$ cat src/logic/sync_check_pkg.sv
// Shared widths, setting structs and timing constants for the
// synchronism-check logic.
// Assumes magnitudes, angle and slip are unsigned values prepared upstream.
package sync_check_pkg;
	localparam int V_WIDTH = 16;
	localparam int ANG_WIDTH = 16;
	localparam int SLIP_WIDTH = 16;
	localparam int TMR_WIDTH = 16;
	localparam int PHASE_COUNT = 6;

	// Timer base: one tick per millisecond of setting
	localparam longint CLK_FREQ_HZ = 125000000;
	localparam longint TICK_TIME_US = 1000;
	localparam int TICK_CYCLES = int'((CLK_FREQ_HZ * TICK_TIME_US) / 1000000);

	localparam logic [TMR_WIDTH-1:0] TMR_MAX = {TMR_WIDTH{1'b1}};
	localparam logic [ANG_WIDTH-1:0] ANG_RESET = {ANG_WIDTH{1'b0}};

	typedef enum logic [1:0] {
		SLIP_NONE,
		SLIP_TIMER,
		SLIP_FREQ,
		SLIP_FREQ_TIMER
	} slip_mode_t;

	typedef enum logic [2:0] {
		SEL_A_N,
		SEL_B_N,
		SEL_C_N,
		SEL_A_B,
		SEL_B_C,
		SEL_C_A
	} phase_sel_t;

	typedef struct packed {
		logic uv;
		logic ov;
		logic diff;
	} vblock_t;

	typedef struct packed {
		logic status;
		logic [ANG_WIDTH-1:0] angle;
		slip_mode_t slip_mode;
		logic [SLIP_WIDTH-1:0] slip_freq;
		logic [TMR_WIDTH-1:0] slip_timer_ms;
	} cs_set_t;

	typedef struct packed {
		vblock_t block;
		logic [V_WIDTH-1:0] ov_level;
		logic [V_WIDTH-1:0] uv_level;
		logic [V_WIDTH-1:0] diff_level;
	} vcheck_set_t;

	typedef struct packed {
		logic status;
		logic [ANG_WIDTH-1:0] angle;
		logic uv_block;
		logic [V_WIDTH-1:0] uv_level;
		logic [TMR_WIDTH-1:0] timer_ms;
	} split_set_t;

	typedef struct packed {
		logic line_live;
		logic line_dead;
		logic bus_live;
		logic bus_dead;
	} vstate_t;
endpackage

$ cat src/logic/sync_check_top.sv
// System-check logic: live/dead monitors, two synchronism-check units,
// system-split detector and auto-reclose permissive.
// Assumes all inputs come from logic on ref_clk_in, so none is
// synchronised; angle and slip are measured upstream between the
// selected main quantity and the check input.
`timescale 1ns/1ps
module sync_check_top #(
	parameter int TICK_CYCLES = sync_check_pkg::TICK_CYCLES
) (
	input wire logic ref_clk_in,
	input wire logic nrst_in,
	// Configuration
	input wire logic sys_check_en_in,
	input wire logic main_on_bus_in,
	input wire sync_check_pkg::phase_sel_t cs_input_sel_in,
	input wire logic [sync_check_pkg::V_WIDTH-1:0] live_level_in,
	input wire logic [sync_check_pkg::V_WIDTH-1:0] dead_level_in,
	input wire sync_check_pkg::cs_set_t cs1_set_in,
	input wire sync_check_pkg::cs_set_t cs2_set_in,
	input wire sync_check_pkg::vcheck_set_t vcheck_set_in,
	input wire sync_check_pkg::split_set_t split_set_in,
	// Enables from user_scheme_logic
	input wire logic cs1_ext_en_in,
	input wire logic cs2_ext_en_in,
	input wire logic split_ext_en_in,
	// Measurements
	input wire logic meas_valid_in,
	input wire logic [sync_check_pkg::PHASE_COUNT*sync_check_pkg::V_WIDTH-1:0]
		main_mag_in,
	input wire logic [sync_check_pkg::V_WIDTH-1:0] check_mag_in,
	input wire logic [sync_check_pkg::ANG_WIDTH-1:0] angle_in,
	input wire logic [sync_check_pkg::SLIP_WIDTH-1:0] slip_in,
	// Results
	output sync_check_pkg::phase_sel_t ref_sel_out,
	output logic checks_inactive_out,
	output sync_check_pkg::vstate_t vstate_out,
	output logic cs1_ok_out,
	output logic cs2_ok_out,
	output logic split_out,
	output logic ar_sys_check_ok_out
);
	import sync_check_pkg::*;

	localparam int TCW = $clog2(TICK_CYCLES + 1);

	// Tick must be a one-cycle pulse
	generate
		if (TICK_CYCLES < 2) begin : g_bad_tick
			$error("TICK_CYCLES must be at least two");
		end
	endgenerate

	logic [TCW-1:0] tick_cnt_q;
	logic tick_q;
	logic [V_WIDTH-1:0] main_sel_mag;
	logic [V_WIDTH-1:0] line_mag_q, bus_mag_q;
	logic [ANG_WIDTH-1:0] angle_q;
	logic [SLIP_WIDTH-1:0] slip_q;
	logic angle_decr_q;
	vstate_t vstate_q;
	phase_sel_t ref_sel_q;
	logic inactive_q;
	logic both_live;
	logic cs1_ok, cs2_ok;
	logic cs1_en, cs2_en;
	logic split_cond;
	logic [TMR_WIDTH-1:0] split_hold_q;
	logic split_q;
	logic ar_ok_q;

	// Millisecond tick shared by all hold timers
	always_ff @(posedge ref_clk_in) begin
		if (!nrst_in) begin
			tick_cnt_q <= '0;
			tick_q <= 1'b0;
		end else if (tick_cnt_q == TCW'(TICK_CYCLES - 1)) begin
			tick_cnt_q <= '0;
			tick_q <= 1'b1;
		end else begin
			tick_cnt_q <= tick_cnt_q + 1'b1;
			tick_q <= 1'b0;
		end
	end

	// Main quantity matching the check-input connection
	always_comb begin
		main_sel_mag = main_mag_in[V_WIDTH-1:0];
		for (int i = 0; i < PHASE_COUNT; i++) begin
			if (int'(cs_input_sel_in) == i) begin
				main_sel_mag = main_mag_in[i*V_WIDTH +: V_WIDTH];
			end
		end
	end

	always_ff @(posedge ref_clk_in) begin
		if (!nrst_in) begin
			ref_sel_q <= SEL_A_N;
		end else begin
			ref_sel_q <= cs_input_sel_in;
		end
	end

	// Side mapping of main and check inputs
	always_ff @(posedge ref_clk_in) begin
		if (!nrst_in) begin
			line_mag_q <= '0;
			bus_mag_q <= '0;
		end else if (main_on_bus_in) begin
			line_mag_q <= check_mag_in;
			bus_mag_q <= main_sel_mag;
		end else begin
			line_mag_q <= main_sel_mag;
			bus_mag_q <= check_mag_in;
		end
	end

	// Angle, slip and angle direction, updated per measurement
	always_ff @(posedge ref_clk_in) begin
		if (!nrst_in) begin
			angle_q <= ANG_RESET;
			slip_q <= '0;
			angle_decr_q <= 1'b0;
		end else if (meas_valid_in) begin
			angle_q <= angle_in;
			slip_q <= slip_in;
			angle_decr_q <= angle_in < angle_q;
		end
	end

	// Live and dead monitors, all low while checks are off
	always_ff @(posedge ref_clk_in) begin
		if (!nrst_in) begin
			vstate_q <= '0;
		end else begin
			vstate_q.line_live <= sys_check_en_in &&
				(line_mag_q >= live_level_in);
			vstate_q.line_dead <= sys_check_en_in &&
				(line_mag_q < dead_level_in);
			vstate_q.bus_live <= sys_check_en_in &&
				(bus_mag_q >= live_level_in);
			vstate_q.bus_dead <= sys_check_en_in &&
				(bus_mag_q < dead_level_in);
		end
	end

	always_ff @(posedge ref_clk_in) begin
		if (!nrst_in) begin
			inactive_q <= 1'b0;
		end else begin
			inactive_q <= !sys_check_en_in;
		end
	end

	assign both_live = vstate_q.line_live && vstate_q.bus_live;
	assign cs1_en = sys_check_en_in && cs1_ext_en_in;
	assign cs2_en = sys_check_en_in && cs2_ext_en_in;

	// Two units, same logic except the second needs a decreasing angle; separate check settings, shared voltage settings
	sync_check_unit #(
		.DECR_REQ(1'b0)
	) u_cs1 (
		.ref_clk_in(ref_clk_in),
		.nrst_in(nrst_in),
		.enable_in(cs1_en),
		.both_live_in(both_live),
		.tick_in(tick_q),
		.line_mag_in(line_mag_q),
		.bus_mag_in(bus_mag_q),
		.angle_in(angle_q),
		.angle_decr_in(angle_decr_q),
		.slip_in(slip_q),
		.set_in(cs1_set_in),
		.vset_in(vcheck_set_in),
		.ok_out(cs1_ok)
	);

	sync_check_unit #(
		.DECR_REQ(1'b1)
	) u_cs2 (
		.ref_clk_in(ref_clk_in),
		.nrst_in(nrst_in),
		.enable_in(cs2_en),
		.both_live_in(both_live),
		.tick_in(tick_q),
		.line_mag_in(line_mag_q),
		.bus_mag_in(bus_mag_q),
		.angle_in(angle_q),
		.angle_decr_in(angle_decr_q),
		.slip_in(slip_q),
		.set_in(cs2_set_in),
		.vset_in(vcheck_set_in),
		.ok_out(cs2_ok)
	);

	// System split with minimum hold
	assign split_cond = sys_check_en_in && split_set_in.status &&
		split_ext_en_in && both_live &&
		(angle_q > split_set_in.angle) &&
		(!split_set_in.uv_block ||
		((line_mag_q > split_set_in.uv_level) &&
		(bus_mag_q > split_set_in.uv_level)));

	always_ff @(posedge ref_clk_in) begin
		if (!nrst_in || !sys_check_en_in) begin
			split_hold_q <= '0;
		end else if (split_cond) begin
			split_hold_q <= split_set_in.timer_ms;
		end else if (tick_q && split_hold_q != '0) begin
			split_hold_q <= split_hold_q - 1'b1;
		end
	end

	always_ff @(posedge ref_clk_in) begin
		if (!nrst_in) begin
			split_q <= 1'b0;
		end else begin
			split_q <= sys_check_en_in &&
				(split_cond || split_hold_q != '0);
		end
	end

	// Reclose permissive from either check unit
	always_ff @(posedge ref_clk_in) begin
		if (!nrst_in) begin
			ar_ok_q <= 1'b0;
		end else begin
			ar_ok_q <= cs1_ok || cs2_ok;
		end
	end

	assign ref_sel_out = ref_sel_q;
	assign checks_inactive_out = inactive_q;
	assign vstate_out = vstate_q;
	assign cs1_ok_out = cs1_ok;
	assign cs2_ok_out = cs2_ok;
	assign split_out = split_q;
	assign ar_sys_check_ok_out = ar_ok_q;
endmodule

$ cat src/logic/sync_check_unit.sv
// One synchronism-check module: condition test plus hold timer.
// Assumes registered live flags and a one-cycle millisecond tick.
`timescale 1ns/1ps
module sync_check_unit #(
	parameter bit DECR_REQ = 1'b0
) (
	input wire logic ref_clk_in,
	input wire logic nrst_in,
	input wire logic enable_in,
	input wire logic both_live_in,
	input wire logic tick_in,
	input wire logic [sync_check_pkg::V_WIDTH-1:0] line_mag_in,
	input wire logic [sync_check_pkg::V_WIDTH-1:0] bus_mag_in,
	input wire logic [sync_check_pkg::ANG_WIDTH-1:0] angle_in,
	input wire logic angle_decr_in,
	input wire logic [sync_check_pkg::SLIP_WIDTH-1:0] slip_in,
	input wire sync_check_pkg::cs_set_t set_in,
	input wire sync_check_pkg::vcheck_set_t vset_in,
	output logic ok_out
);
	import sync_check_pkg::*;

	logic [TMR_WIDTH-1:0] held_q;
	logic ok_q;
	logic armed_q;
	logic angle_ok, dir_ok, slip_ok, ov_ok, uv_ok, diff_ok;
	logic timed, cond_all;
	logic [V_WIDTH-1:0] vdiff;

	assign timed = (set_in.slip_mode == SLIP_TIMER) ||
		(set_in.slip_mode == SLIP_FREQ_TIMER);
	assign angle_ok = angle_in < set_in.angle;
	assign dir_ok = !DECR_REQ || angle_decr_in;
	assign slip_ok = !((set_in.slip_mode == SLIP_FREQ) ||
		(set_in.slip_mode == SLIP_FREQ_TIMER)) ||
		(slip_in < set_in.slip_freq);
	assign ov_ok = !vset_in.block.ov || ((line_mag_in < vset_in.ov_level) &&
		(bus_mag_in < vset_in.ov_level));
	assign uv_ok = !vset_in.block.uv || ((line_mag_in > vset_in.uv_level) &&
		(bus_mag_in > vset_in.uv_level));
	assign vdiff = (line_mag_in > bus_mag_in) ? line_mag_in - bus_mag_in :
		bus_mag_in - line_mag_in;
	assign diff_ok = !vset_in.block.diff ||
		(vdiff < vset_in.diff_level);
	assign cond_all = enable_in && set_in.status && both_live_in &&
		angle_ok && dir_ok && slip_ok && ov_ok && uv_ok && diff_ok;

	// Hold time in whole ticks; first tick after a restart only arms
	always_ff @(posedge ref_clk_in) begin
		if (!nrst_in || !cond_all) begin
			held_q <= '0;
			armed_q <= 1'b0;
		end else if (tick_in) begin
			armed_q <= 1'b1;
			if (armed_q && held_q != TMR_MAX) begin
				held_q <= held_q + 1'b1;
			end
		end
	end

	always_ff @(posedge ref_clk_in) begin
		if (!nrst_in) begin
			ok_q <= 1'b0;
		end else begin
			ok_q <= cond_all &&
				(!timed || held_q >= set_in.slip_timer_ms);
		end
	end

	assign ok_out = ok_q;
endmodule

$ cat config.mk
export PLATFORM = sky130hd
export DESIGN_NAME = sync_check_top
export DESIGN_NICKNAME = d
export VERILOG_FILES = /design/src/logic/sync_check_pkg.sv /design/src/logic/sync_check_top.sv /design/src/logic/sync_check_unit.sv
export SDC_FILE = /design/constraint.sdc
export NUM_CORES = 1
export LEC_CHECK = 0
export BUFFER_PORTS_ARGS = -buffer_cell sky130_fd_sc_hd__buf_4
export CORE_MARGIN = 2
export CORE_UTILIZATION = 50
export DETAILED_ROUTE_END_ITERATION = 8
export PLACE_DENSITY = 0.82
export SLEW_MARGIN = 40
export SYNTH_ARGS = -nofsm -noshare
export SYNTH_HDL_FRONTEND = slang
export SYNTH_SLANG_ARGS = --single-unit
$ cat constraint.sdc
create_clock -name ref_clk_in -period 6.8 [get_ports ref_clk_in]
set_clock_uncertainty 0.15 [all_clocks]
set_input_delay 1.36 -clock ref_clk_in [delete_from_list [all_inputs] [get_ports ref_clk_in]]
set_output_delay 1.36 -clock ref_clk_in [all_outputs]
set_load 0.03 [all_outputs]
-- After elaboration in Yosys (flattened, before gate mapping)
Cells that the tools add are included.
- $add $sub $neg: 6
- reduce and logical (&&, ||, !) cells: 70
- muxes and demuxes: 11
- eq/ne operators: 14
- bitwise operators: 1
- $lt $le $gt $ge: 20
- operators by type and width (operator ; number):
    less-than comparator 16 bit ; 10
    two-way mux 16 bit ; 10
    > comparator 16 bit ; 6
    >= comparator 16 bit ; 4
    logical AND 1 bit ; 36
    adder 16 x 1 -> 16 bit, second input constant ; 2
    inequality test 16 bit, second input constant ; 2
    subtractor 16 bit ; 2
    adder 17 x 1 -> 17 bit, second input constant ; 1
    == test 17 bit, second input constant ; 1
    logical OR 1 bit ; 17
    nonzero test 16 bit ; 1
    subtractor 16 x 1 -> 16 bit, second input constant ; 1
    == test 3 bit, second input constant ; 4
    logical NOT 1 bit ; 12
    == test 2 bit, second input constant ; 4
    == test 2 x 1 -> 1 bit, second input constant ; 2
    AND reduction 2 bit ; 2
    == test 3 x 2 -> 1 bit, second input constant ; 1
    nonzero test 2 bit ; 1
    OR reduction 2 bit ; 1
    two-way mux 1 bit ; 1
    inverter 1 bit ; 1
- logic and storage cells: 144
- flip-flop bits (word level): 145

-- Depth between registers and ports, before layout
Gate-level depths: netlist of the first run.
- depth in word-level cells: 11
- depth in mapped cells: 21
- depth with buffers taken out: 19

-- Cells and area by module
From an unflattened synthesis of the first run, not the netlist that was laid out.
- cell total of the unflattened synthesis: 2375
- area total of the unflattened synthesis: 18736.7 um2
- by module, submodules not included (module ; cells each ; instances ; area an instance (um2) ; seq. area each (um2)):
    sync_check_top ; 987 ; 1 ; 8260.4 ; 2182.1
    sync_check_unit (u_cs1) ; 692 ; 1 ; 5316.3 ; 360.3
    sync_check_unit (u_cs2) ; 696 ; 1 ; 5159.9 ; 360.3

-- Worst setup path before layout of the first run
OpenSTA, ideal clock, no wires.
- kind: register to register
- start: register line_mag_q[13]
- end: register u_cs2.held_q[2]
- path buffers: 4
- clock period less this slack: 4.662 ns
- cell stages (with the launch flop): 20
- data arrival time: 4.420 ns
- slack: 2.138 ns
- library setup time: 0.092 ns
- cell sequence: dfxtp_1 -> inv_1 -> ha_1 -> clkbuf_1 -> a211oi_1 -> nor2_1 -> or3_1 -> o211ai_1 -> buf_2 -> buf_2 -> mux2_2 -> ha_1 -> a21boi_1 -> o21ai_1 -> a211oi_1 -> o311a_1 -> nor4_1 -> nand4_1 -> clkbuf_1 -> nor4_1
- longest elaborated chain between the ends: 8
- elaborated cells between the ends (all ways): 17
- ends and longest elaborated chain (what ; RTL line ; RTL):
    from (decl) ; sync_check_top.sv:56 ; logic [V_WIDTH-1:0] line_mag_q, bus_mag_q;
    from (signal assigned) ; sync_check_top.sv:109 ; line_mag_q <= check_mag_in;
    from (signal assigned) ; sync_check_top.sv:112 ; line_mag_q <= main_sel_mag;
    parallel branches: the longest is 5 deep, another holds subtractor 16 bit ; - ;
    logical AND 1 bit (*) ; sync_check_unit.sv:46 ; angle_ok && dir_ok && slip_ok && ov_ok && uv_ok && diff_ok;
    logical NOT 1 bit (*) ; sync_check_unit.sv:50 ; if (!nrst_in || !cond_all) begin
    logical OR 1 bit (*) ; sync_check_unit.sv:50 ;
    to (signal assigned) ; sync_check_unit.sv:56 ; held_q <= held_q + 1'b1;
    to (decl) ; sync_check_unit.sv:23 ; logic [TMR_WIDTH-1:0] held_q;
Every way passes the cells marked *.
A chain may end at the register's enable or synchronous reset.

-- Worst setup path in the final report of the first run
- start: register line_mag_q[4]
- end: register u_cs1.ok_q, in the netlist u_cs1.ok_out
- longest elaborated chain between the ends: 7
- elaborated cells between the ends (all ways): 16
- ends and longest elaborated chain (what ; RTL line ; RTL):
    parallel branches: the longest is 5 deep, another holds subtractor 16 bit ; - ;
    logical AND 1 bit (*) ; sync_check_unit.sv:46 ;
    logical AND 1 bit (*) ; sync_check_unit.sv:65 ; ok_q <= cond_all &&
    to (signal assigned) ; sync_check_unit.sv:65 ;
    to (decl) ; sync_check_unit.sv:24 ; logic ok_q;
Marks and branches as above.

==> results by group, run 1 <==
CTS
  – PostCTS Resize Cnt: 0
  – CTS tree: built
  – Clk pin slew, worst setup/hold paths: 0.06 ns
  – CTS Hold Bufs: 0
  – CTS root buffer: clkbuf_16
  – Post-CTS setup buffer count: 0
  – CTS HTree Levels: 4
  – Clock tree buffer depth: 2
  – Num Clock Sinks: 145
  – Clock latency on the worst-skew pair: 0.44 ns
  – Total CTS buffers: 17

Layout
  – Nets: 3001
  – Ratio of cells with drive above 1 in the final layout: 20.4%
  – Area grow syn2layout: 25.8%

Synthesis
  – Net Count, Synth: 2634
  – Sequential share of the synthesized area: 18.9%
  – Area leader, netlist: ha_1
  – Seq cells post-synth: 145
  – Async S/R FF share, synth: 0%
  – Top post-synthesis cells by count: ha_1 (329), inv_1 (264), dfxtp_1 (145), a21oi_1 (118), nor2_1 (115)
  – Yosys Warn Count: 0
  – EDFF count, synth: 0
  – Dominant cell by count in the synthesized netlist: ha_1
  – Top-area cell type share of the netlist area: 26.9%
  – Post-synth cell types: 60
  – Prevailing post-synth register cell: dfxtp_1
  – Largest cells by area after synthesis: ha_1 (27%), dfxtp_1 (19%), inv_1 (6.5%), mux2i_1 (5.8%), a21oi_1 (3.9%)
  – Mapped Avg Cell Area: 8.01 µm²
  – Post-Syn Instances: 1913
  – Cell Area, Synth: 15300 µm²

Power and ir drop
  – Maximum vdd drop: 0.000191 V
  – Power density over cell area: 155 nW/µm²
  – LEAKAGE: 9.96 nW

Setup path
  – CP required: 6.96 ns
  – CP Launch Type: flip-flop
  – Crit Path Category: flip-flop to flip-flop
  – Crit path largest cell delay: 0.50 ns
  – CP max FO: 36
  – Setup crit end kind: flip-flop
  – Worst Reg-to-Reg Cells: 19
  – Worst-path cell chain: inv_1, ha_1, a21o_1, a221oi_1, nor3b_1, o211ai_1, buf_4, mux2i_1, a21o_1, a21oi_1, ha_1, a21o_1, a21o_1, a21oi_1, o21ai_0, nor4_1, nand4_1, buf_4, a2111oi_0
  – Worst path arrival time: 5.64 ns
  – CP top delay family: compound AO/OA/AOI/OAI gates
  – Most used cell, CP: a21o_1
  – Crit path buf inv count: 3
  – CP Depth: 19
  – Crit-path slowest cell: dfxtp_1

Global route
  – GRT Overall Usage: 30.9%
  – Vias in the first global route: 15.3k
  – Antenna violations before repair: 1
  – Global-route wire length before repair: 77.2 mm
  – Largest net degree at the start of global routing: 75
  – Aggregate global routing overflow: 0

Detailed routing
  – Final ANT Viol Nets: 0
  – Total number of vias: 15.2k
  – DRT Wirelength: 49.9 mm
  – DRT iter0 DRCs: 947
  – # DRC: 0
  – TritonRoute pass-1 iters: 5
  – DR WL/cell: 18.5 µm
  – Vias per cell: 5.65

Placed design
  – Post-DP HPWL: 41.7 mm
  – Worst setup slack after placement: 1.48 ns
  – GPL Wtd Cong: 0.973
  – Port Buf Inserts: 401

STA
  – Final hold vios: 0
  – Fmax: 0.183 GHz
  – Final WS setup: 1.32 ns
  – TNS Setup: 0 ns
  – Slew margin rel.: 45.9%
  – Max-slew violations: 0
  – Minimum clock period: 5.48 ns
  – Slew @ Worst Pin: 0.811 ns
  – Final period util: 80.6%
  – RSZ-0062 raised after global routing: no
  – Final setup vio count: 0

Floorplanning
  – Num rows: 64
  – DIE WIDTH: 179 µm
  – Die Area: 32100 µm²
  – Core box area: 30300 µm²
  – I/O Pins: 402
  – Die height: 179 µm
  – Starting density of the core: 50.5%

Run
  – Number of max-cap violations: 0

Worst hold path
  – Worst hold path stage count: 1
  – Worst Hold Class: flip-flop to flip-flop

Status
  – Status: finished, final reports clean
-- placed cells by master (no fill, tap or decap), types with 83 or more instances in the layout --
cell type	instances
buf_4	405
ha_1	329
inv_1	264
dfxtp_1	145
a21oi_1	118
nor2_1	115
o21ai_0	89
mux2i_1	89
nor2b_1	84
nand2_1	83
-- power breakdown --
part	internal [mW]	switching (mW)	leakage [nW]
registers	0.881	0.0561	1.19
logic	0.513	0.554	8.49
clock network	0.586	0.395	0.286
-- kinds of logic after synthesis --
kind of cell    synth area share, %
fa+ha+maj                      27.1
buf+inv                        7.94
simple gates                   18.8
flops                          18.9
compound gates                 16.0
xor+xnor                       4.00
mux                            7.14
-- final cells by class --
class	instances	area, µm²
Clock buffer	19	443
Fill cell	2615	11100
Timing Repair Buffer	407	3050
Inverter	264	991
Tap cell	396	495
Antenna cell	1	2.50
Multi-Input combinational cell	1445	11200
Clock inverter	12	158
Sequential cell	145	2900
-- sequential cells by signal, summed over array words and instances (netlist names) --
| name | flops |
|---|---|
| ar_sys_check_ok_out | 1 |
| u_cs1.held_q | 16 |
| line_mag_q | 16 |
| ref_sel_out | 3 |
| u_cs2.ok_out | 1 |
| split_hold_q | 16 |
| u_cs2.armed_q | 1 |
| angle_q | 16 |
| split_out | 1 |
| tick_q | 1 |
| u_cs2.held_q | 16 |
| tick_cnt_q | 17 |
| bus_mag_q | 16 |
| u_cs1.ok_out | 1 |
| vstate_out | 4 |
| u_cs1.armed_q | 1 |
| slip_q | 16 |
| checks_inactive_out | 1 |
| angle_decr_q | 1 |
-- worst register-to-register path, stage by stage (launching register included) --
cell       delay, ns
dfxtp_1         0.50
inv_1           0.09
ha_1            0.45
a21o_1          0.28
a221oi_1        0.47
nor3b_1         0.14
o211ai_1        0.19
buf_4           0.31
mux2i_1         0.47
a21o_1          0.19
a21oi_1         0.07
ha_1            0.19
a21o_1          0.17
a21o_1          0.16
a21oi_1         0.15
o21ai_0         0.10
nor4_1          0.40
nand4_1         0.13
buf_4           0.29
a2111oi_0       0.46
-- final timing paths --
path	startpoint	to	slack, ns
hold reg to reg	tick_cnt_q[0]	tick_cnt_q[0]	0.29
setup reg to reg	line_mag_q[4]	u_cs1.ok_out	1.32
setup / recovery	line_mag_q[4]	u_cs1.ok_out	1.32
hold / removal	tick_cnt_q[0]	tick_cnt_q[0]	0.29
-- layer usage --
metal	part of all wire (%)	vias to the layer above	global-route usage, %
met2	47	506	52.9
met1	44	7072	39.0
met4	3.2	0	11.1
met3	5.8	82	4.96
met5	0	-	0
li1	-	7532	-
-- stage by stage --
step / total power [mW] / cells / area, µm² / hold slack (ns) / util, %
detailed placement: 2.00 / 2657 / 18700 / 0.284 / 61.5
CTS: 2.98 / 2688 / 19300 / 0.292 / 63.5
finish: 2.99 / 2689 / 19300 / 0.290 / 63.5
floorplan: 1.59 / 1913 / 15300 / 0.263 / -
global route: 3.16 / 2689 / 19300 / 0.321 / 63.5
global placement: 1.98 / 2655 / 18600 / 0.273 / 61.4
No activity file was read; power rests on OpenSTA's default activity.
==> run 2: changes to the inputs <==
- ABC_AREA: unset -> 1
- PLACE_DENSITY: 0.82 -> 0.85
- clock period: 6.8 -> 5 ns (I/O delays scaled with it)
==> run 2 against run 1 <==
Net effect: utilization decreased by 0.59 points; global-route usage grew 0.37 points; non-clock buffer count is 8 higher; sequential share of layout area shrank 0.81 points; critical endpoint is now u_cs1.held_q[11]; largest power group unchanged; highest routed layer is now met5.
==> results by group, run 2 <==
Detailed routing
  – DRT Wirelength: 53.3 mm (+6.9%)
  – Vias per cell: 5.28 (-6.5%)
  – DRT iter0 DRCs: 1125 (+19%)
  – TritonRoute pass-1 iters: 5 (unchanged)
  – Total number of vias: 17.8k (+17%)
  – # DRC: 0 (unchanged)
  – Final ANT Viol Nets: 0 (unchanged)
  – DR WL/cell: 15.8 µm (-15%)

Worst hold path
  – Worst hold path stage count: 1 (unchanged)
  – Worst Hold Class: flip-flop to flip-flop
  – Hold Crit Start: tick_cnt_q[0]
  – Hold endpoint: tick_cnt_q[0]

Synthesis
  – Top post-synthesis cells by count: nand2_1 (509), inv_1 (481), ha_1 (329), a21oi_1 (222), o21ai_0 (197)
  – Largest cells by area after synthesis: ha_1 (25%), dfxtp_1 (18%), nand2_1 (12%), inv_1 (11%), a21oi_1 (6.8%)
  – EDFF count, synth: 0 (unchanged)
  – Area leader, netlist: ha_1
  – Async S/R FF share, synth: 0% (unchanged)
  – Mapped Avg Cell Area: 6.47 µm² (-19%)
  – Net Count, Synth: 3245 (+23%)
  – Prevailing post-synth register cell: dfxtp_1
  – Cell Area, Synth: 16300 µm² (+6.6%)
  – Top-area cell type share of the netlist area: 25.2% (-1.7 points)
  – Yosys Warn Count: 0 (unchanged)
  – Seq cells post-synth: 145 (unchanged)
  – Sequential share of the synthesized area: 17.8% (-1.2 points)
  – Post-synth cell types: 44 (-27%)
  – Post-Syn Instances: 2524 (+32%)
  – Dominant cell by count in the synthesized netlist: nand2_1

CTS
  – CTS tree: built
  – Num Clock Sinks: 145 (unchanged)
  – CTS root buffer: clkbuf_16
  – Total CTS buffers: 17 (unchanged)
  – PostCTS Resize Cnt: 0 (unchanged)
  – Clk pin slew, worst setup/hold paths: 0.07 ns (about the same)
  – CTS Hold Bufs: 0 (unchanged)
  – Clock latency on the worst-skew pair: 0.43 ns (about the same)
  – CTS HTree Levels: 4 (unchanged)
  – Clock tree buffer depth: 2 (unchanged)
  – Post-CTS setup buffer count: 0 (unchanged)

Global route
  – GRT Overall Usage: 31.2% (+0.37 points)
  – Antenna violations before repair: 9 (+8)
  – Global-route wire length before repair: 84.5 mm (+9.5%)
  – Largest net degree at the start of global routing: 70 (-6.7%)
  – Vias in the first global route: 17.6k (+15%)
  – Aggregate global routing overflow: 0 (unchanged)

Setup path
  – Reg2Reg Capture Point: u_cs1.held_q[11]
  – CP max FO: 36 (unchanged)
  – Reg2Reg Launch Point: bus_mag_q[1]
  – CP required: 5.15 ns (-1.81 ns)
  – Crit Path Category: flip-flop to flip-flop
  – CP Launch Type: flip-flop
  – Setup crit end kind: flip-flop
  – Worst Reg-to-Reg Cells: 23 (+4)
  – Slack of the worst reg-to-reg path: 0.65 ns (-0.67 ns)
  – Worst path arrival time: 4.50 ns (-1.14 ns)

Floorplanning
  – Die Area: 34100 µm² (+6.4%)
  – Die height: 185 µm (+3.2%)
  – Num rows: 66 (+3.1%)
  – DIE WIDTH: 185 µm (+3.2%)
  – Starting density of the core: 50.5% (about the same)
  – Core box area: 32400 µm² (+6.7%)
  – I/O Pins: 402 (unchanged)

STA
  – Minimum clock period: 4.35 ns (-1.13 ns)
  – Final period util: 86.9% (+6.3 points)
  – Final hold vios: 0 (unchanged)
  – Final WS setup: 0.654 ns (-0.667 ns)
  – Slew margin rel.: 47.9% (+1.9 points)
  – RSZ-0062 raised after global routing: no
  – TNS Setup: 0 ns (unchanged)
  – Max-slew violations: 0 (unchanged)
  – Final setup vio count: 0 (unchanged)
  – Fmax: 0.230 GHz (+26%)
  – Slew @ Worst Pin: 0.781 ns (-0.0296 ns)

Placed design
  – Post-Place Cells: 3329 (+25%)
  – Port Buf Inserts: 401 (unchanged)
  – Worst setup slack after placement: 0.646 ns (-0.835 ns)
  – Post-DP HPWL: 45.1 mm (+8.2%)
  – GPL Wtd Cong: 1.00 (+3.1%)

Power and ir drop
  – Clock network fraction of total power: 31.2% (-1.7 points)
  – LEAKAGE: 11.1 nW (+12%)
  – Combinational power share: 38.3% (+2.6 points)
  – Sequential share of power: 30.6% (-0.8 points)
  – P_sw: 1.54 mW (+54%)
  – Power density over cell area: 205 nW/µm² (+32%)
  – Int Pwr: 2.63 mW (+33%)
  – Switching Fraction: 37.0% (+3.3 points)
  – Overall Power: 4.17 mW (+40%)
  – Maximum vdd drop: 0.000250 V (+31%)

Layout
  – Commonest non-fill, non-tap cells in the layout: nand2_1 (509), inv_1 (481), buf_4 (415), ha_1 (329), a21oi_1 (222)
  – Ratio of cells with drive above 1 in the final layout: 16.2% (-4.2 points)
  – FF+latch area: 2900 µm² (unchanged)
  – Area grow syn2layout: 24.8%
  – Final Util: 62.9% (-0.59 points)
  – Area of the multi-input gates: 11400 µm² (+1.2%)
  – Reg with most FFs: tick_cnt_q
  – Post-route non-filler standard cell count: 3369 (+25%)
  – Fillers: 2970 (+14%)
  – Most common cell after layout, fill and taps aside: nand2_1
  – Nets: 3627 (+21%)
  – Flip-flop count of the largest register after layout: 17 (unchanged)

Run
  – Number of max-cap violations: 0 (unchanged)

Status
  – Status: finished, final reports clean
==> run 2: per-layer routing <==
| layer | track usage (%) | vias up | wire length, µm |
|---|---|---|---|
| met3 | 4.88 | 148 | 3010 |
| met2 | 55.0 | 614 | 25600 |
| met1 | 36.2 | 8035 | 21700 |
| met5 | 0 | - | 16 |
| met4 | 17.1 | 2 | 2940 |
| li1 | - | 9002 | - |
==> run 2: worst max path at each step <==
stage,startpoint,to,slack [ns],cells after the start
after global placement,line_mag_q[0],u_cs1.ok_out,0.80,25
after detailed placement,bus_mag_q[1],u_cs1.armed_q,0.65,23
after global routing,line_mag_q[0],u_cs1.held_q[13],0.17,25
after floorplan,line_mag_q[0],u_cs2.held_q[5],1.41,26
after CTS,bus_mag_q[1],u_cs1.armed_q,0.62,23
final,bus_mag_q[1],u_cs1.held_q[11],0.65,23
==> run 2: cell families (layout without fill, tap and decap cells) <==
family	after synthesis	after routing	synth area share [%]
adders and majority gates	331	331	25.5
DFF	145	145	17.8
xor gates and xnor gates	58	58	3.11
AOI/OAI and AO/OA	488	488	15.8
other	0	8	0
and+or+nand+nor	964	964	25.1
buffers and inverters	538	933	12.7
==> run 2: final cells by class <==
type	count	share of cell area [%]
Clock buffer	18	2.11
Clock inverter	14	0.755
Inverter	486	8.97
Sequential cell	145	14.2
Timing Repair Buffer	415	15.3
Multi-Input combinational cell	1841	55.8
Antenna cell	8	0.0983
Tap cell	442	2.71
==> run 2: per-stage QoR <==
stage	cell area, µm²	hold slack, ns
2_1_floorplan	16300	0.268
3_3_place_gp	19800	0.278
3_5_place_dp	19800	0.292
4_1_cts	20300	0.304
5_1_grt	20400	0.320
6_report	20400	0.302
==> run 2: power groups by stage <==
stage                     clock [mW]  combinational, mW  sequential [mW]
after floorplan                    0              0.986             1.28
after global placement             0               1.52             1.29
after detailed placement           0               1.58             1.30
after CTS                       1.32               1.58             1.27
after global routing            1.37               1.82             1.28
final                           1.30               1.60             1.27
==> run 2: worst max-delay path: stages (launching register included) <==
cell      delay (ns)
dfxtp_1         0.60
inv_1           0.16
fa_1            0.45
nand2_1         0.08
nand2_1         0.08
a21oi_1         0.32
o21ai_1         0.15
nand2_1         0.09
o211ai_1        0.09
nand2_2         0.27
inv_2           0.19
nand2_1         0.09
nand2_1         0.05
ha_1            0.27
a21oi_1         0.06
o21ai_0         0.14
nand4_1         0.10
nand2_1         0.09
nand2_1         0.05
nand2_1         0.05
nand2_1         0.05
nand3_1         0.12
buf_4           0.40
nor3_1          0.09
==> run 3: changes to the inputs <==
- CORE_UTILIZATION: 50 -> 40
- PLACE_DENSITY: 0.85 -> 0.71
==> run 3 against run 2 <==
Net effect: critical path type unchanged; highest routed layer unchanged; routed wire length is 3.4% higher; non-clock buffer count grew 2; critical endpoint is now u_cs1.held_q[13]; total power is 1.1% lower.
==> results by group, run 3 (same netlist as run 2, synthesis figures left out) <==
Detailed routing
  – Total number of vias: 17.6k (-0.90%)
  – DRT Wirelength: 55.2 mm (+3.4%)
  – Vias per cell: 5.10 (-3.4%)
  – TritonRoute pass-1 iters: 7 (+2)
  – Final ANT Viol Nets: 0 (unchanged)
  – # DRC: 0 (unchanged)
  – DR WL/cell: 16.0 µm (+0.83%)
  – DRT iter0 DRCs: 901 (-20%)

Setup path
  – Crit-path slowest cell: dfxtp_1
  – Crit path largest cell delay: 0.56 ns (-0.04 ns)
  – Crit Path Category: flip-flop to flip-flop
  – Setup crit end kind: flip-flop
  – CP max FO: 36 (unchanged)
  – CP Launch Type: flip-flop
  – CP required: 5.13 ns (-0.02 ns)
  – CP top delay family: simple AND/OR/NAND/NOR gates
  – Worst-path cell chain: inv_1, ha_1, nand2_1, o21ai_0, nand3_1, nand2_1, nand2_1, nand3_1, xor2_1, nand2_1, nand2_1, inv_1, ha_1, nand2_1, inv_1, nand3_1, nor3_1, nand2_1, nand2_1, nand2_1, nand3_1, buf_4, nor3_1
  – Slack of the worst reg-to-reg path: 0.73 ns (+0.07 ns)
  – Crit path buf inv count: 4 (+1)
  – Most used cell, CP: nand2_1
  – Worst path arrival time: 4.41 ns (-0.09 ns)

Layout
  – Reg with most FFs: tick_cnt_q
  – Area grow syn2layout: 25.3%
  – Ratio of cells with drive above 1 in the final layout: 16.3% (+0.057 points)
  – Commonest non-fill, non-tap cells in the layout: nand2_1 (509), inv_1 (481), buf_4 (417), ha_1 (329), a21oi_1 (222)
  – Most common cell after layout, fill and taps aside: nand2_1
  – Nets: 3629 (+0.055%)
  – Flip-flop count of the largest register after layout: 17 (unchanged)

Floorplanning
  – I/O Pins: 402 (unchanged)
  – Starting density of the core: 40.3% (-10 points)
  – Die Area: 42500 µm² (+24%)
  – Die height: 206 µm (+12%)
  – Core box area: 40600 µm² (+25%)
  – DIE WIDTH: 206 µm (+12%)
  – Num rows: 74 (+12%)

STA
  – Fmax: 0.234 GHz (+1.7%)
  – RSZ-0062 raised after global routing: no
  – Final WS setup: 0.725 ns (+0.0711 ns)
  – Slew margin rel.: 44.2% (-3.6 points)
  – Final hold vios: 0 (unchanged)
  – Max-slew violations: 0 (unchanged)
  – Minimum clock period: 4.27 ns (-0.0711 ns)
  – Final period util: 85.5% (-1.4 points)
  – Final setup vio count: 0 (unchanged)
  – TNS Setup: 0 ns (unchanged)
  – Slew @ Worst Pin: 0.834 ns (+0.0530 ns)

Global route
  – Vias in the first global route: 17.2k (-2.1%)
  – Global-route wire length before repair: 86.0 mm (+1.8%)
  – Antenna violations before repair: 3 (-6)
  – Largest net degree at the start of global routing: 69 (-1.4%)
  – GRT Overall Usage: 25.7% (-5.6 points)
  – Aggregate global routing overflow: 0 (unchanged)

CTS
  – Clk pin slew, worst setup/hold paths: 0.06 ns (about the same)
  – CTS tree: built
  – Post-CTS setup buffer count: 0 (unchanged)
  – Clock tree buffer depth: 2 (unchanged)
  – CTS HTree Levels: 4 (unchanged)
  – PostCTS Resize Cnt: 0 (unchanged)
  – CTS root buffer: clkbuf_16
  – Clock latency on the worst-skew pair: 0.44 ns (about the same)
  – Total CTS buffers: 17 (unchanged)
  – CTS Hold Bufs: 0 (unchanged)
  – Num Clock Sinks: 145 (unchanged)

Placed design
  – Post-DP HPWL: 47.1 mm (+4.4%)
  – Port Buf Inserts: 401 (unchanged)
  – GPL Wtd Cong: 0.952 (-5.2%)
  – Worst setup slack after placement: 0.722 ns (+0.0760 ns)

Run
  – Number of max-cap violations: 0 (unchanged)

Status
  – Status: finished, final reports clean

Worst hold path
  – Worst Hold Class: flip-flop to flip-flop

Power and ir drop
  – Power density over cell area: 202 nW/µm² (-1.5%)
  – Maximum vdd drop: 0.000246 V (-1.5%)
  – LEAKAGE: 11.1 nW (about the same)
[run 3: area by class of cell]
cell class	instances	area (µm²)
clock inverter	12	100
fill	4041	20100
tap	532	666
inverter	486	1830
sequential	145	2900
multi-input combinational	1841	11400
timing repair buffer	417	3130
antenna	3	7.51
clock buffer	20	457
[run 3: layer usage]
layer	GRT usage, %	up-vias	share of wire [%]
li1	-	9017	-
met1	31.8	7979	43
met2	43.8	543	47
met3	4.29	99	6.0
met4	10.9	2	4.0
met5	0	-	0.025
[run 3: path summary, 6_finish.rpt]
| check | from | endpoint | depth (start not counted) |
|---|---|---|---|
| worst min-delay path | tick_cnt_q[0] | tick_cnt_q[0] | 1 |
| worst max register to register | line_mag_q[1] | u_cs1.held_q[13] | 23 |
| worst min register to register | tick_cnt_q[0] | tick_cnt_q[0] | 1 |
| worst max-delay path | line_mag_q[1] | u_cs1.held_q[13] | 23 |
[run 3: power by group]
part           internal [mW]  switching [mW]  total [mW]
Sequential              1.20          0.0693        1.27
Combinational          0.682           0.927        1.61
Clock                  0.673           0.572        1.24
Total                   2.56            1.57        4.13
[run 3: worst reg2reg max path, stage by stage, from the launching register on]
cell and delay, ns:
dfxtp_1 0.56, inv_1 0.15, ha_1 0.31, nand2_1 0.09, o21ai_0 0.55, nand3_1 0.13
nand2_1 0.16, nand2_1 0.09, nand3_1 0.11, xor2_1 0.19, nand2_1 0.07, nand2_1 0.06
inv_1 0.04, ha_1 0.28, nand2_1 0.07, inv_1 0.05, nand3_1 0.10, nor3_1 0.16
nand2_1 0.08, nand2_1 0.06, nand2_1 0.06, nand3_1 0.12, buf_4 0.40, nor3_1 0.11
[run 3: metrics by stage]
| step | cells | total power [mW] | cell area (µm²) | util, % | hold WS (ns) |
|---|---|---|---|---|---|
| 2_1_floorplan | 2524 | 2.27 | 16300 | - | 0.268 |
| 3_3_place_gp | 3421 | 2.85 | 19900 | 49.0 | 0.277 |
| 3_5_place_dp | 3421 | 2.89 | 19900 | 49.1 | 0.290 |
| 4_1_cts | 3453 | 4.15 | 20500 | 50.4 | 0.304 |
| 5_1_grt | 3455 | 4.44 | 20500 | 50.5 | 0.315 |
| 6_report | 3456 | 4.13 | 20500 | 50.5 | 0.297 |
